==> src/design/dbc_pkg.sv <==
// Purpose: Shared constants for the disk buffer cache controller.
// Assumes: AXI4-Lite register map, 32-bit data, byte addresses.
// Notes:   Bit positions of control fields follow the caching page.
package dbc_pkg;
  localparam logic [7:0]  A_CTRL    = 8'h00;
  localparam logic [7:0]  A_SEGSZ   = 8'h04;
  localparam logic [7:0]  A_PFLIM   = 8'h08;
  localparam logic [7:0]  A_STAT    = 8'h0C;
  localparam logic [7:0]  A_CHIT    = 8'h10;
  localparam logic [7:0]  A_PHIT    = 8'h14;
  localparam logic [7:0]  A_BLKSZ   = 8'h18;
  localparam int          RC_OFF_B  = 0;
  localparam int          WC_ON_B   = 2;
  localparam int          RA_OFF_B  = 5;
  localparam int          UCHK_B    = 8;
  localparam logic [31:0] CTRL_RST  = 32'h0000_0000;
  localparam logic [31:0] CTRL_MASK = 32'h0000_0125;
  localparam logic [15:0] SEGSZ_RD  = 16'hFFFF;
  localparam int          ST_DEF_B  = 0;
  localparam int          ST_UNCH_B = 1;
  localparam int          ST_DIRT_B = 2;
  localparam int          BSZ_LO    = 16;
  localparam logic [1:0]  RESP_OK   = 2'h0;
  localparam logic [1:0]  RESP_SLV  = 2'h2;
  localparam logic [1:0]  OP_RD     = 2'h0;
  localparam logic [1:0]  OP_WR     = 2'h1;
  localparam logic [1:0]  OP_SYNC   = 2'h2;
  localparam logic [1:0]  STS_GOOD  = 2'h0;
  localparam logic [1:0]  STS_ERR   = 2'h1;
  localparam logic [1:0]  HIT_NONE  = 2'h0;
  localparam logic [1:0]  HIT_CACHE = 2'h1;
  localparam logic [1:0]  HIT_PF    = 2'h2;
  localparam logic [1:0]  BSEL_RST  = 2'h0;
  localparam logic [9:0]  BLK_512   = 10'h200;
  localparam logic [9:0]  BLK_520   = 10'h208;
  localparam logic [9:0]  BLK_524   = 10'h20C;
  localparam logic [9:0]  BLK_528   = 10'h210;
  localparam longint      PHYS_BYTES  = 64'h0000_0000_0100_0000;
  localparam longint      CACHE_BYTES = 64'h0000_0000_00CB_2000;
  localparam logic [1:0]  PRED_MAX  = 2'h3;
  localparam logic [1:0]  PRED_ON   = 2'h2;
  localparam logic [1:0]  PRED_RST  = 2'h2;
  typedef enum logic [5:0] {
    S_IDLE = 6'h01,
    S_LOOK = 6'h02,
    S_MRD  = 6'h04,
    S_PF   = 6'h08,
    S_MWR  = 6'h10,
    S_RSP  = 6'h20
  } dbc_state_e;
endpackage

==> src/design/dbc_cache.sv <==
// Purpose: Segmented buffer cache and read-ahead controller.
// Assumes: One command at a time; medium port answers each request once.
// Notes:   Bookkeeping only; block data moves on a separate path.
// Contract
// Record the LBA range held by every segment.
// With read caching on, look in the buffer before any disc access.
// With read caching off, skip lookup; read medium through a segment. Code still searches read-ahead segments and records no pass-through read.
// Full hit: answer from buffer, no disc access.
// Any missing block: read from disc into a segment, then send.
// Segments are wrap-around, whole blocks, created and removed on demand.
// Segment size always reads back as all ones.
// Segment size writes ignored; unchangeable_param_check flag flags an unchangeable change.
// With read caching on, written data stays cached for later reads.
// Write first clears overlapping segments, then caches new data.
// Long writes wrap in their segment, never over uncommitted blocks.
// With write caching on, good status once data is buffered.
// Medium failure after early good status raises a deferred error.
// Synchronize completes only after all earlier writes are committed.
// Read-ahead fetches blocks past a read; later match is a prefetch hit.
// Read-ahead disable flag at bit 5; zero enables prefetch.
// Maximum-prefetch and prefetch-ceiling fields are ignored.
// Prefetch only when a hit is predicted, stop otherwise.
// Prefetch and read caching enabled separately.
// Segmentation independent of the read-cache-disable setting.
// About 13,000 kbytes of the 16 Mbyte buffer serve as cache.
// Bookkeeping serves 512, 520, 524 and 528 byte blocks.
// Hit decided by comparing request range with valid segment ranges.
`timescale 1ns/1ps
`default_nettype none
module dbc_cache #(
  parameter int NSEG     = 4,
  parameter int LBA_W    = 32,
  parameter int LEN_W    = 16,
  parameter int SEG_BLKS = 6144,
  parameter int PF_BLKS  = 64
) (
  input  wire logic             ref_clk,
  input  wire logic             srst,
  input  wire logic             clk_en,
  input  wire logic [7:0]       s_axi_awaddr,
  input  wire logic             s_axi_awvalid,
  output logic                  s_axi_awready,
  input  wire logic [31:0]      s_axi_wdata,
  input  wire logic [3:0]       s_axi_wstrb,
  input  wire logic             s_axi_wvalid,
  output logic                  s_axi_wready,
  output logic [1:0]            s_axi_bresp,
  output logic                  s_axi_bvalid,
  input  wire logic             s_axi_bready,
  input  wire logic [7:0]       s_axi_araddr,
  input  wire logic             s_axi_arvalid,
  output logic                  s_axi_arready,
  output logic [31:0]           s_axi_rdata,
  output logic [1:0]            s_axi_rresp,
  output logic                  s_axi_rvalid,
  input  wire logic             s_axi_rready,
  input  wire logic             cmd_valid,
  output logic                  cmd_ready,
  input  wire logic [1:0]       cmd_op,
  input  wire logic [LBA_W-1:0] cmd_lba,
  input  wire logic [LEN_W-1:0] cmd_len,
  output logic                  rsp_valid,
  input  wire logic             rsp_ready,
  output logic [1:0]            rsp_status,
  output logic [1:0]            rsp_hit,
  output logic                  med_valid,
  input  wire logic             med_ready,
  output logic [1:0]            med_op,
  output logic [LBA_W-1:0]      med_lba,
  output logic [LEN_W-1:0]      med_len,
  input  wire logic             med_done,
  input  wire logic             med_err,
  output logic [9:0]            med_blk_bytes,
  output logic                  deferred_err
);
  localparam int SW = (NSEG > 1) ? $clog2(NSEG) : 1;
  localparam logic [LEN_W-1:0] SEGL = LEN_W'(SEG_BLKS);
  localparam logic [LEN_W-1:0] PFL  = LEN_W'(PF_BLKS);
  localparam logic [SW-1:0]    LASTS = SW'(NSEG - 1);

  // Buffer budget: worst case is the largest block size
  if (NSEG < 2 || SEG_BLKS < 1 || SEG_BLKS >= 2 ** LEN_W || PF_BLKS < 1 ||
      PF_BLKS > SEG_BLKS || LBA_W < 8 ||
      longint'(NSEG) * longint'(SEG_BLKS) * longint'(dbc_pkg::BLK_528) > dbc_pkg::CACHE_BYTES ||
      dbc_pkg::CACHE_BYTES > dbc_pkg::PHYS_BYTES) begin : g_bad
    $error("dbc_cache: parameters exceed the cache budget");
  end

  dbc_pkg::dbc_state_e st;
  logic [1:0]       c_op;
  logic [LBA_W-1:0] c_lba;
  logic [LEN_W-1:0] c_len;
  logic [LBA_W-1:0] wr_lba;
  logic [LEN_W-1:0] wr_left;
  logic             early;
  logic             wr_pend;
  logic             pf_pend;
  logic [1:0]       pred;
  logic [LBA_W-1:0] last_end;
  logic [31:0]      ctrl;
  logic [1:0]       bsel;
  logic             st_unch;
  logic [31:0]      chit;
  logic [31:0]      phit;
  logic             rc_off;
  logic             wc_on;
  logic             ra_off;
  logic [NSEG-1:0]  s_v;
  logic [NSEG-1:0]  s_pf;
  logic [NSEG-1:0]  s_d;
  logic [LBA_W-1:0] s_base [NSEG];
  logic [LEN_W-1:0] s_cnt [NSEG];
  logic [LBA_W:0]   s_end [NSEG];
  logic [NSEG-1:0]  hit_v;
  logic [NSEG-1:0]  ovl_v;
  logic [LBA_W:0]   c_end;
  logic [LEN_W-1:0] c_clip;
  logic [LEN_W-1:0] wr_clip;
  logic             is_hit;
  logic             is_phit;
  logic             rd_look;
  logic             wr_look;
  logic             wr_last;
  logic             def_set;
  logic             rec_en;
  logic [LBA_W-1:0] rec_base;
  logic [LEN_W-1:0] rec_cnt;
  logic             rec_pf;
  logic [SW-1:0]    rr;
  logic [SW-1:0]    vic;
  logic [7:0]       aw_a;
  logic             aw_h;
  logic [31:0]      w_d;
  logic [3:0]       w_s;
  logic             w_h;
  logic [31:0]      wmask;
  logic             wr_go;

  assign rc_off = ctrl[dbc_pkg::RC_OFF_B];
  assign wc_on  = ctrl[dbc_pkg::WC_ON_B];
  assign ra_off = ctrl[dbc_pkg::RA_OFF_B];   // Zero lets read-ahead run

  // Range compare against every valid segment
  assign c_end = {1'b0, c_lba} + (LBA_W + 1)'(c_len);
  always_comb begin
    for (int i = 0; i < NSEG; i++) begin
      s_end[i] = {1'b0, s_base[i]} + (LBA_W + 1)'(s_cnt[i]);
      // Read-ahead segments are searched even with read caching off
      hit_v[i] = s_v[i] && (s_pf[i] || !rc_off) && c_lba >= s_base[i] && c_end <= s_end[i];
      ovl_v[i] = s_v[i] && {1'b0, s_base[i]} < c_end && {1'b0, c_lba} < s_end[i];
    end
  end
  assign is_hit  = |hit_v;
  assign is_phit = |(hit_v & s_pf);
  assign c_clip  = (c_len > SEGL) ? SEGL : c_len;
  assign wr_clip = (wr_left > SEGL) ? SEGL : wr_left;
  assign rd_look = st == dbc_pkg::S_LOOK && c_op == dbc_pkg::OP_RD;
  assign wr_look = st == dbc_pkg::S_LOOK && c_op == dbc_pkg::OP_WR;
  assign wr_last = med_done && (med_err || wr_left == med_len);
  assign def_set = st == dbc_pkg::S_MWR && med_done && med_err && early;

  assign cmd_ready = st == dbc_pkg::S_IDLE;
  assign rsp_valid = st == dbc_pkg::S_RSP;

  // Command sequencing and medium requests
  always_ff @(posedge ref_clk) begin
    if (srst) begin
      st       <= dbc_pkg::S_IDLE;
      c_op     <= dbc_pkg::OP_RD;
      c_lba    <= '0;
      c_len    <= '0;
      wr_lba   <= '0;
      wr_left  <= '0;
      early    <= 1'b0;
      wr_pend  <= 1'b0;
      pf_pend  <= 1'b0;
      pred     <= dbc_pkg::PRED_RST;
      last_end <= '0;
      rsp_status <= dbc_pkg::STS_GOOD;
      rsp_hit  <= dbc_pkg::HIT_NONE;
      med_valid <= 1'b0;
      med_op   <= dbc_pkg::OP_RD;
      med_lba  <= '0;
      med_len  <= '0;
    end else if (clk_en) begin
      if (med_valid && med_ready)
        med_valid <= 1'b0;
      case (st)
        dbc_pkg::S_IDLE: begin
          if (cmd_valid) begin
            c_op  <= cmd_op;
            c_lba <= cmd_lba;
            c_len <= cmd_len;
            st    <= dbc_pkg::S_LOOK;
          end
        end
        dbc_pkg::S_LOOK: begin
          rsp_status <= dbc_pkg::STS_GOOD;
          rsp_hit    <= dbc_pkg::HIT_NONE;
          case (c_op)
            dbc_pkg::OP_RD: begin
              // Sequential streams and read-ahead hits raise confidence
              last_end <= c_end[LBA_W-1:0];
              if (c_lba == last_end || is_phit)
                pred <= (pred == dbc_pkg::PRED_MAX) ? pred : pred + 2'h1;
              else
                pred <= (pred == 2'h0) ? pred : pred - 2'h1;
              if (is_hit) begin
                rsp_hit <= is_phit ? dbc_pkg::HIT_PF : dbc_pkg::HIT_CACHE;
                st      <= dbc_pkg::S_RSP;
              end else begin
                med_op    <= dbc_pkg::OP_RD;
                med_lba   <= c_lba;
                med_len   <= c_len;
                med_valid <= 1'b1;
                st        <= dbc_pkg::S_MRD;
              end
            end
            dbc_pkg::OP_WR: begin
              wr_lba  <= c_lba;
              wr_left <= c_len;
              early   <= wc_on;
              if (wc_on) begin
                wr_pend <= 1'b1;
                st      <= dbc_pkg::S_RSP;   // Good once buffered
              end else begin
                med_op    <= dbc_pkg::OP_WR;
                med_lba   <= c_lba;
                med_len   <= c_clip;
                med_valid <= 1'b1;
                st        <= dbc_pkg::S_MWR;
              end
            end
            default: st <= dbc_pkg::S_RSP;   // Writes are already committed here
          endcase
        end
        dbc_pkg::S_MRD: begin
          if (med_done) begin
            rsp_status <= med_err ? dbc_pkg::STS_ERR : dbc_pkg::STS_GOOD;
            pf_pend    <= !ra_off && pred >= dbc_pkg::PRED_ON && !med_err;
            st         <= dbc_pkg::S_RSP;
          end
        end
        dbc_pkg::S_RSP: begin
          if (rsp_ready) begin
            if (wr_pend) begin
              wr_pend   <= 1'b0;
              med_op    <= dbc_pkg::OP_WR;
              med_lba   <= wr_lba;
              med_len   <= wr_clip;
              med_valid <= 1'b1;
              st        <= dbc_pkg::S_MWR;
            end else if (pf_pend) begin
              // Fixed read-ahead length; host prefetch limits play no part
              pf_pend   <= 1'b0;
              med_op    <= dbc_pkg::OP_RD;
              med_lba   <= c_end[LBA_W-1:0];
              med_len   <= PFL;
              med_valid <= 1'b1;
              st        <= dbc_pkg::S_PF;
            end else begin
              st <= dbc_pkg::S_IDLE;
            end
          end
        end
        dbc_pkg::S_MWR: begin
          if (med_done) begin
            if (med_err && !early)
              rsp_status <= dbc_pkg::STS_ERR;
            if (wr_last) begin
              st <= early ? dbc_pkg::S_IDLE : dbc_pkg::S_RSP;
            end else begin
              // Commit one segment's worth before reusing its start
              wr_lba    <= wr_lba + LBA_W'(med_len);
              wr_left   <= wr_left - med_len;
              med_op    <= dbc_pkg::OP_WR;
              med_lba   <= wr_lba + LBA_W'(med_len);
              med_len   <= ((wr_left - med_len) > SEGL) ? SEGL : wr_left - med_len;
              med_valid <= 1'b1;
            end
          end
        end
        dbc_pkg::S_PF: begin
          if (med_done)
            st <= dbc_pkg::S_IDLE;
        end
        default: st <= dbc_pkg::S_IDLE;
      endcase
    end
  end

  // Segment records: created on fill, dropped on write overlap
  always_comb begin
    rec_en   = 1'b0;
    rec_base = c_end[LBA_W-1:0] - LBA_W'(c_clip);
    rec_cnt  = c_clip;
    rec_pf   = 1'b0;
    if (wr_look && !rc_off)
      rec_en = 1'b1;
    else if (st == dbc_pkg::S_MRD && med_done && !med_err && !rc_off)
      rec_en = 1'b1;   // Pass-through reads leave nothing behind
    else if (st == dbc_pkg::S_PF && med_done && !med_err) begin
      rec_en   = 1'b1;
      rec_base = med_lba;
      rec_cnt  = med_len;
      rec_pf   = 1'b1;
    end
  end
  // Victim never holds uncommitted blocks
  assign vic = !s_d[rr] ? rr : (rr == LASTS) ? '0 : rr + SW'(1);

  // Changing the read-cache flag leaves the segment layout alone
  always_ff @(posedge ref_clk) begin
    if (srst) begin
      s_v  <= '0;
      s_pf <= '0;
      s_d  <= '0;
      rr   <= '0;
      for (int i = 0; i < NSEG; i++) begin
        s_base[i] <= '0;
        s_cnt[i]  <= '0;
      end
    end else if (clk_en) begin
      if (wr_look)
        s_v <= s_v & ~ovl_v;
      if (st == dbc_pkg::S_MWR && wr_last)
        s_d <= '0;
      if (rec_en) begin
        s_v[vic]    <= 1'b1;
        s_pf[vic]   <= rec_pf;
        s_d[vic]    <= wr_look;
        s_base[vic] <= rec_base;
        s_cnt[vic]  <= rec_cnt;
        rr          <= (vic == LASTS) ? '0 : vic + SW'(1);
      end
    end
  end

  // AXI4-Lite write channel: address and data taken in either order
  assign s_axi_awready = !aw_h && !s_axi_bvalid;
  assign s_axi_wready  = !w_h && !s_axi_bvalid;
  assign wr_go = aw_h && w_h && !s_axi_bvalid;
  assign wmask = {{8{w_s[3]}}, {8{w_s[2]}}, {8{w_s[1]}}, {8{w_s[0]}}};
  always_ff @(posedge ref_clk) begin
    if (srst) begin
      aw_h <= 1'b0;
      aw_a <= '0;
      w_h  <= 1'b0;
      w_d  <= '0;
      w_s  <= '0;
      s_axi_bvalid <= 1'b0;
      s_axi_bresp  <= dbc_pkg::RESP_OK;
    end else if (clk_en) begin
      if (s_axi_awvalid && s_axi_awready) begin
        aw_h <= 1'b1;
        aw_a <= s_axi_awaddr;
      end
      if (s_axi_wvalid && s_axi_wready) begin
        w_h <= 1'b1;
        w_d <= s_axi_wdata;
        w_s <= s_axi_wstrb;
      end
      if (wr_go) begin
        aw_h <= 1'b0;
        w_h  <= 1'b0;
        s_axi_bvalid <= 1'b1;
        case (aw_a)
          dbc_pkg::A_CTRL, dbc_pkg::A_SEGSZ, dbc_pkg::A_PFLIM, dbc_pkg::A_STAT,
          dbc_pkg::A_CHIT, dbc_pkg::A_PHIT, dbc_pkg::A_BLKSZ: s_axi_bresp <= dbc_pkg::RESP_OK;
          default: s_axi_bresp <= dbc_pkg::RESP_SLV;
        endcase
      end else if (s_axi_bvalid && s_axi_bready) begin
        s_axi_bvalid <= 1'b0;
      end
    end
  end

  // Software-visible control and status
  always_ff @(posedge ref_clk) begin
    if (srst) begin
      ctrl    <= dbc_pkg::CTRL_RST;
      bsel    <= dbc_pkg::BSEL_RST;
      med_blk_bytes <= dbc_pkg::BLK_512;
      st_unch <= 1'b0;
      deferred_err <= 1'b0;
      chit    <= '0;
      phit    <= '0;
    end else if (clk_en) begin
      if (wr_go && aw_a == dbc_pkg::A_CTRL)
        ctrl <= (ctrl & ~(wmask & dbc_pkg::CTRL_MASK)) | (w_d & wmask & dbc_pkg::CTRL_MASK);
      if (wr_go && aw_a == dbc_pkg::A_BLKSZ && w_s[0]) begin
        bsel <= w_d[1:0];
        case (w_d[1:0])
          2'h0: med_blk_bytes <= dbc_pkg::BLK_512;
          2'h1: med_blk_bytes <= dbc_pkg::BLK_520;
          2'h2: med_blk_bytes <= dbc_pkg::BLK_524;
          default: med_blk_bytes <= dbc_pkg::BLK_528;
        endcase
      end
      // Sticky flags: a new event outranks a same-cycle clear
      if (wr_go && aw_a == dbc_pkg::A_SEGSZ && ctrl[dbc_pkg::UCHK_B])
        st_unch <= 1'b1;
      else if (wr_go && aw_a == dbc_pkg::A_STAT && w_s[0] && w_d[dbc_pkg::ST_UNCH_B])
        st_unch <= 1'b0;
      if (def_set)
        deferred_err <= 1'b1;
      else if (wr_go && aw_a == dbc_pkg::A_STAT && w_s[0] && w_d[dbc_pkg::ST_DEF_B])
        deferred_err <= 1'b0;
      if (rd_look && is_hit && !is_phit)
        chit <= chit + 32'h1;
      if (rd_look && is_phit)
        phit <= phit + 32'h1;
    end
  end

  // AXI4-Lite read channel
  assign s_axi_arready = !s_axi_rvalid;
  always_ff @(posedge ref_clk) begin
    if (srst) begin
      s_axi_rvalid <= 1'b0;
      s_axi_rdata  <= '0;
      s_axi_rresp  <= dbc_pkg::RESP_OK;
    end else if (clk_en) begin
      if (s_axi_arvalid && s_axi_arready) begin
        s_axi_rvalid <= 1'b1;
        s_axi_rresp  <= dbc_pkg::RESP_OK;
        s_axi_rdata  <= '0;
        case (s_axi_araddr)
          dbc_pkg::A_CTRL:  s_axi_rdata <= ctrl;
          dbc_pkg::A_SEGSZ: s_axi_rdata <= {16'h0000, dbc_pkg::SEGSZ_RD};
          dbc_pkg::A_PFLIM: s_axi_rdata <= '0;
          dbc_pkg::A_STAT: begin
            s_axi_rdata[dbc_pkg::ST_DEF_B]  <= deferred_err;
            s_axi_rdata[dbc_pkg::ST_UNCH_B] <= st_unch;
            s_axi_rdata[dbc_pkg::ST_DIRT_B] <= |s_d;
          end
          dbc_pkg::A_CHIT:  s_axi_rdata <= chit;
          dbc_pkg::A_PHIT:  s_axi_rdata <= phit;
          dbc_pkg::A_BLKSZ: s_axi_rdata <= {6'h00, med_blk_bytes, 14'h0000, bsel};
          default: s_axi_rresp <= dbc_pkg::RESP_SLV;
        endcase
      end else if (s_axi_rvalid && s_axi_rready) begin
        s_axi_rvalid <= 1'b0;
      end
    end
  end

  segsz_read_a: assert property (@(posedge ref_clk) disable iff (srst)
    $rose(s_axi_rvalid) && $past(s_axi_araddr) == dbc_pkg::A_SEGSZ |-> s_axi_rdata[15:0] == 16'hFFFF)
    else $error("segment size not all ones");
  hit_no_disc_a: assert property (@(posedge ref_clk) disable iff (srst)
    rd_look && is_hit && clk_en |=> st == dbc_pkg::S_RSP && !med_valid && rsp_hit != dbc_pkg::HIT_NONE)
    else $error("cache hit went to disc");
  miss_disc_a: assert property (@(posedge ref_clk) disable iff (srst)
    rd_look && !is_hit && clk_en |=> st == dbc_pkg::S_MRD && med_valid && med_lba == $past(c_lba))
    else $error("miss did not read medium");
  rcoff_norec_a: assert property (@(posedge ref_clk) disable iff (srst)
    st == dbc_pkg::S_MRD && med_done && rc_off |-> !rec_en)
    else $error("pass-through read was cached");
  early_good_a: assert property (@(posedge ref_clk) disable iff (srst)
    wr_look && wc_on && clk_en |=> rsp_valid && rsp_status == dbc_pkg::STS_GOOD && !med_valid)
    else $error("early good status missing");
  wr_chunk_a: assert property (@(posedge ref_clk) disable iff (srst)
    med_valid && med_op == dbc_pkg::OP_WR |-> med_len <= SEGL)
    else $error("write chunk exceeds segment");
  deferred_a: assert property (@(posedge ref_clk) disable iff (srst)
    def_set && clk_en |=> deferred_err ##1 (deferred_err || $past(wr_go)))
    else $error("deferred error not raised");
  sync_done_a: assert property (@(posedge ref_clk) disable iff (srst)
    rsp_valid && c_op == dbc_pkg::OP_SYNC |-> s_d == '0 && !wr_pend)
    else $error("sync answered with dirty data");
  pf_gate_a: assert property (@(posedge ref_clk) disable iff (srst)
    st == dbc_pkg::S_RSP && rsp_ready && pf_pend && !wr_pend && clk_en |=>
      st == dbc_pkg::S_PF && med_len == PFL && med_lba == $past(c_end[LBA_W-1:0]))
    else $error("read-ahead request wrong");
  inval_a: assert property (@(posedge ref_clk) disable iff (srst)
    wr_look && clk_en |=> (s_v & ~s_d & $past(ovl_v)) == '0)
    else $error("overlapping segment kept");
endmodule
`default_nettype wire

==> config.mk <==
export PLATFORM = sky130hd
export DESIGN_NAME = dbc_cache
export DESIGN_NICKNAME = d
export VERILOG_FILES = /design/src/design/dbc_pkg.sv /design/src/design/dbc_cache.sv
export SDC_FILE = /design/constraint.sdc
export NUM_CORES = 2
export LEC_CHECK = 0
export BUFFER_PORTS_ARGS = -buffer_cell sky130_fd_sc_hd__buf_2
export CAP_MARGIN = 15
export CORE_ASPECT_RATIO = 0.5
export CORE_MARGIN = 3
export CORE_UTILIZATION = 40
export DETAILED_ROUTE_END_ITERATION = 10
export GPL_ROUTABILITY_DRIVEN = 1
export PLACE_DENSITY_LB_ADDON = 0.15
export SLEW_MARGIN = 10
export SYNTH_ARGS = -nofsm -noshare
export SYNTH_HDL_FRONTEND = slang
export SYNTH_SLANG_ARGS = --single-unit
export TNS_END_PERCENT = 5
==> constraint.sdc <==
create_clock -name ref_clk -period 16 [get_ports ref_clk]
set_clock_uncertainty 0.15 [all_clocks]
set_input_delay 1.6 -clock ref_clk [delete_from_list [all_inputs] [get_ports ref_clk]]
set_output_delay 1.6 -clock ref_clk [all_outputs]
set_load 0.05 [all_outputs]
# --- Yosys cells after proc, flatten, opt, wreduce, memory -nomap -nowiden ---
# Memories as Yosys holds them, arrays and structs flattened.
# Index checks and enable logic that the tools add are counted.
word_totals:
  mem_bits_rw: 192
  word_cells: 386
  mem_bits_ro: 0
  latch_bits: 0
  out_inout_bits: 109
  n_memories: 2
  register_bits: 379
  inputBits: 115
mem_list:
  columns: ["memory", "depth", "word_bits", "read_ports", "rd_clocked_by_memory_dff", "wr", "line", "source"]
  rows:
  - ["s_base", 4, 32, 4, 0, 4, "dbc_cache.sv:111", "logic [LBA_W-1:0] s_base [NSEG];"]
  - ["s_cnt", 4, 16, 4, 0, 4, "dbc_cache.sv:112", "logic [LEN_W-1:0] s_cnt [NSEG];"]
classes:
  n_div: 0
  muxes: 135
  eq_ne: 43
  reduce_logical: 123
  shifts: 0
  magnitude_cmp: 23
  add_sub_neg: 14
  mul: 0
  bitwise_logic: 8
op_table:
  columns: ["operator", "n"]
  rows:
  - ["$mux W32", 12]
  - ["$mux W16", 17]
  - ["$lt A32 B33 Y1", 8]
  - ["$add A32 B16 Y33", 5]
  - ["$pmux W29 S5", 1]
  - ["$le A33 B33 Y1", 4]
  - ["$ge A32 B32 Y1", 4]
  - ["$pmux W32 S2", 2]
  - ["$pmux W32 S3", 1]
  - ["$add A32 B1 Y32 const B", 2]
  - ["$pmux W16 S2", 2]
  - ["$logic_and A1 B1 Y1", 59]
  - ["$mux W6", 9]
  - ["$eq A8 B5 Y1 const B", 6]
  - ["$gt A16 B13 Y1 const B", 3]
  - ["$pmux W16 S3", 1]
  - ["$mux W2", 23]
  - ["$mux W1", 42]
  - ["$mux W4", 9]
  - ["$pmux W6 S6", 1]
  - ["$add A32 B16 Y32", 1]
  - ["$and A32 B32 Y32", 1]
  - ["$eq A32 B32 Y1", 1]
  - ["$eq A8 B4 Y1 const B", 4]
  - ["53 further kinds", 128]

# --- Longest topological paths before layout ---
depth:
  depth_word: 12
  depth_mapped: 33
  mapped_depth_nobuf: 29

# --- Worst setup path before layout ---
# OpenSTA, ideal clock, no wires.
synth_path:
  kind: "in2reg"
  start: "input med_done"
  end: "memory s_base[3][0], enable pin"
  setup_ns: 0.526
  t_required_ns: 15.324
  n_path_buf: 0
  arrival_ns: 6.030
  path_slack_ns: 9.294
  stages: 5
  cell_sequence: "nor2b_1 nand4b_1 o21ai_1 nand2_1 o31ai_1"
synth_lines:
  columns: ["item", "line", "source"]
  rows:
  - ["start: declaration", "dbc_cache.sv:71", "input wire logic med_done,"]
  - ["end: declaration", "dbc_cache.sv:111", null]

# --- Final worst setup path ---
layout_path:
  start: "register c_lba[15]"
  end: "register phit[5]"
layout_between:
  elab_chain_len: 7
  word_cells_on_any_way: 21
  cone_classes: "1 x add/sub; 8 x order compare; 1 x bitwise; 11 x reduce/logical"
layout_lines:
  columns: ["item", "line", "source"]
  rows:
  - ["start: declaration", "dbc_cache.sv:91", "logic [LBA_W-1:0] c_lba;"]
  - ["start signal: assignment", "dbc_cache.sv:192", "c_lba <= cmd_lba;"]
  - ["$add A32 B16 Y33 *", "dbc_cache.sv:144", "assign c_end = {1'b0, c_lba} + (LBA_W + 1)'(c_len);"]
  - ["net c_end[30]", "dbc_cache.sv:116", "logic [LBA_W:0] c_end;"]
  - ["$le A33 B33 Y1", "dbc_cache.sv:149", "hit_v[i] = s_v[i] && (s_pf[i] || !rc_off) && c_lba >= s_base[i] && c_end <= s_end[i];"]
  - ["$logic_and A1 B1 Y1", "dbc_cache.sv:149", null]
  - ["$and A4 B4 Y4 *", "dbc_cache.sv:154", "assign is_phit = |(hit_v & s_pf);"]
  - ["$reduce_or A4 Y1 *", "dbc_cache.sv:154", null]
  - ["$logic_and A1 B1 Y1 *", "dbc_cache.sv:411", "if (rd_look && is_phit)"]
  - ["$reduce_and A2 Y1 (no source line) *", null, null]
  - ["end signal: assignment", "dbc_cache.sv:412", "phit <= phit + 32'h1;"]
  - ["end: declaration", "dbc_cache.sv:104", "logic [31:0] phit;"]
# The timed path passes the listed nets; every way through them passes the cells marked *.
# A chain may end at the register's enable or synchronous reset.

==> results.md <==
- Vias in the first global route: between 30000 and 40000
- DRT antenna net count: 0
- Post-detail-place hpwl: 123000 um
- Hold Buf Count CTS: 0
- Avg WL per Cell: 23.2 um
- Setup crit start kind: flop
- Critical Path Stages: 23
- Hold WC Path Type: flop to flop
- Final Non-Filler Cells: between 6000 and 7000
- # DRC: 0
- Seq/Total Area, Yosys: 0.295
- Hold violation count in the final report: 0
- Crit path max-delay family: simple AND/OR/NAND/NOR gates
- GRT Total Usage: 0.272
- Initial antenna violation count: 4
- RSZ-0062 raised after global routing: no
- Crit path top cell by count: a21oi_1
- Share of post-route cells with drive strength above 1: 0.0861
- Fin nets: about 6000
- PostCTS Resize Cnt: 0
- Setup WS pre-CTS: 7.82 ns
- Aggregate routed wire length: 155000 um
- DR iter-0 viols: 3660
- PnR worst setup slack: 7.58 ns
- CP max stage delay: a little under 0.9 ns
- Pre-Repair DR Iteration Count: 5
- Clk Latency, worst-skew pair: 0.67 ns
- Pwr/cell area: ~86 nW/um^2
- Largest net degree at the start of global routing: 110
- Number of cells on the worst reg-to-reg path: 23
- Dpl cells: 6579
- WP data required: roughly 16 ns
- Slew Limit Fails: 0
- Register-to-register setup slack: approximately 7.6 ns
- Count of different cell masters after synthesis: 91
- Die Width: 466 um
- Total grt overflow: 0
- Total CTS buffers: 56
- Slowest stage cell, crit path: nor3_1
- Final TNS setup: 0 ns
- Final Cycle Share: 0.526
- Clock buffer depth: 3
- Rows: 83
- Die footprint: 110000 sq um
- Max transition margin: 0.208
- Hold slack: between 0.3 and 0.4 ns
- TritonCTS clock tree: yes
- Crit end category: flop
- Synth Cell Area: 42300 sq um
- Synth-to-Final Area Change: 11.0%
- Port bufs: 183
- Clock sink total: 528
- Crit path max fanout: 22
- H-tree depth: 2
- First-pass GRT wire length: 230000 um
- Fin crit period: around 8.4 ns
- GPL Wtd Cong: 0.937
- #FFs+latches synth: between 500 and 600
- Max_cap viols: 0
- Fill cell count: 10200
- Clock slew at reported path FFs: approximately 0.07 ns
- YS warnings: 0
- Syn Area/Cell: 8.29 sq um
- F_max: 119 MHz
- VDD IR max: 72.8 uV
- Root Buffer: clkbuf_16
- Total vias in the final route: about 40000
- Post-synthesis cell count: 5103
- Vias per std cell: 5.93
- Worst Max-Slew Pin Slew: 1.18 ns
- Critical path buffer and inverter count: 3
- Number of flops mapped to enable cells by yosys: 192
- Leakage: 20.6 nW
- Status: finished clean
- FFs w/ async S/R, synth: 0
- Kind of critical path: flop to flop
- IO Count: 224
- Cell chain of the critical path: buf_4, ha_1, a21oi_1, o211ai_1, a2bb2oi_1, a21oi_1, and3_1, xnor2_1, buf_4, inv_1, ha_1, nand4_1, nor2_1, nand3_1, nor3_1, nand3_1, a21oi_1, o32ai_1, nor3_1, o2111a_1, nand2_1, or3_1, a21oi_1
- Post CTS Setup Buffer Count: 0
- Core area: 104000 sq um
- Cell depth of the worst min-delay path: 2
- Leading register cell type out of synthesis: dfxtp_1
- Final setup vio count: 0
- Arr. time, crit path: 8.83 ns
- Initial Utilization: 0.408
- Die span in y: between 200 and 250 um
## tightest hold or removal path, stage by stage, from the launching register on
cell	delay (ns)
dfxtp_1	0.31
nand2_1	0.05
a21oi_1	0.05
## per-layer routing
layer / part of all wire / vias to the layer above / GRT usage / wire length (um)
met5: 0 / - / 0 / 0
met4: 0.022 / 0 / 0.0599 / 3440
met3: 0.075 / 164 / 0.0309 / 11600
met2: 0.41 / 1365 / 0.408 / 64500
met1: 0.49 / 19300 / 0.415 / 75900
li1: - / 18900 / - / -
## cells in the mapped netlist (all sizes together) (126+ instances only)
master	instances	area, sq um
a21o	194	1460
inv	282	1060
nor2	588	2210
dfxtp	336	6730
ha	632	7910
a21oi	461	2310
clkbuf	184	691
nand2	488	1830
edfxtp	192	5770
nand3	126	636
o21ai	225	1130
xnor2	157	1380
## power by group
group	internal [mW]	total (mW)	leakage (nW)	switching, mW
registers	1.43	1.47	4.70	0.0473
logic	0.396	1.12	15.0	0.728
clock network	0.820	1.43	0.964	0.613
## placed cells by master (no fill, tap or decap), types with 15 or more instances in the layout
| master | n |
|---|---|
| nor4_1 | 44 |
| or2_2 | 16 |
| inv_1 | 280 |
| a21oi_1 | 460 |
| a221oi_1 | 32 |
| o31ai_1 | 17 |
| xnor2_1 | 156 |
| buf_4 | 97 |
| a211oi_1 | 81 |
| and2_1 | 31 |
| buf_2 | 182 |
| and4_1 | 15 |
| a2111oi_0 | 15 |
| mux2i_1 | 33 |
| nand4_1 | 90 |
| clkbuf_16 | 56 |
| a21o_1 | 194 |
| o21ai_0 | 218 |
| nor2_1 | 582 |
| nor2b_1 | 57 |
| edfxtp_1 | 192 |
| or4_1 | 15 |
| a311oi_1 | 38 |
| a31oi_1 | 43 |
| nand3_1 | 121 |
| dfxtp_1 | 335 |
| and3_1 | 53 |
| nor3_1 | 84 |
| o211ai_1 | 51 |
| nand2b_1 | 57 |
| nand2_1 | 485 |
| o21bai_1 | 17 |
| a22oi_1 | 44 |
| xor2_1 | 95 |
| ha_1 | 632 |
| or3_1 | 37 |
| o21a_1 | 43 |
## cell families (layout without fill, tap and decap cells)
family | count (synthesis) | in the layout | synth area share
AOI/OAI and AO/OA | 1389 | 1389 | 0.212
DFF | 528 | 528 | 0.295
muxes | 44 | 44 | 0.0107
other | 2 | 17 | 0.000178
and+or+nand+nor | 1740 | 1740 | 0.191
xor gates and xnor gates | 253 | 253 | 0.0526
adders and majority gates | 645 | 645 | 0.192
buffers and inverters | 502 | 671 | 0.0466
## metrics by stage
step                utilization  instance area (sq um)  power (mW)
floorplan                     -                  42300        2.22
global placement          0.433                  44900        2.57
detailed placement        0.433                  44900        2.60
CTS                       0.452                  46900        4.03
global route              0.452                  46900        4.22
finish                    0.452                  46900        4.03
## final timing paths
check                                            start                   end
worst min register to register    s_pf[1]$_SDFFE_PP0P_  s_pf[1]$_SDFFE_PP0P_
worst max-delay path            c_lba[15]$_SDFFE_PP0P_  phit[5]$_SDFFE_PP0P_
worst min-delay path              s_pf[1]$_SDFFE_PP0P_  s_pf[1]$_SDFFE_PP0P_
worst max register to register  c_lba[15]$_SDFFE_PP0P_  phit[5]$_SDFFE_PP0P_
## registers in the layout (all words and copies together) (netlist names), 3 cells and up, named ones only
signal / flops
med_blk_bytes: 3
phit: 32
s_cnt: 64
c_len: 16
chit: 32
s_pf: 4
last_end: 32
s_d: 4
c_lba: 32
med_lba: 32
wr_left: 16
w_d: 5
s_base: 128
st: 6
wr_lba: 32
s_v: 4
s_axi_rdata: 32
med_len: 16
aw_a: 8
## cell type report
| class | count | area, sq um | share of cell area |
|---|---|---|---|
| Antenna cell | 3 | 7.51 | 0.000160 |
| Inverter | 284 | 1070 | 0.0227 |
| Clock buffer | 79 | 1580 | 0.0336 |
| Multi-Input combinational cell | 4085 | 28000 | 0.596 |
| Clock inverter | 26 | 375 | 0.00800 |
| Timing Repair Buffer | 282 | 1690 | 0.0360 |
| Sequential cell | 528 | 12500 | 0.266 |
| Tap cell | 1402 | 1750 | 0.0374 |
(Power assumes the default switching activity.)
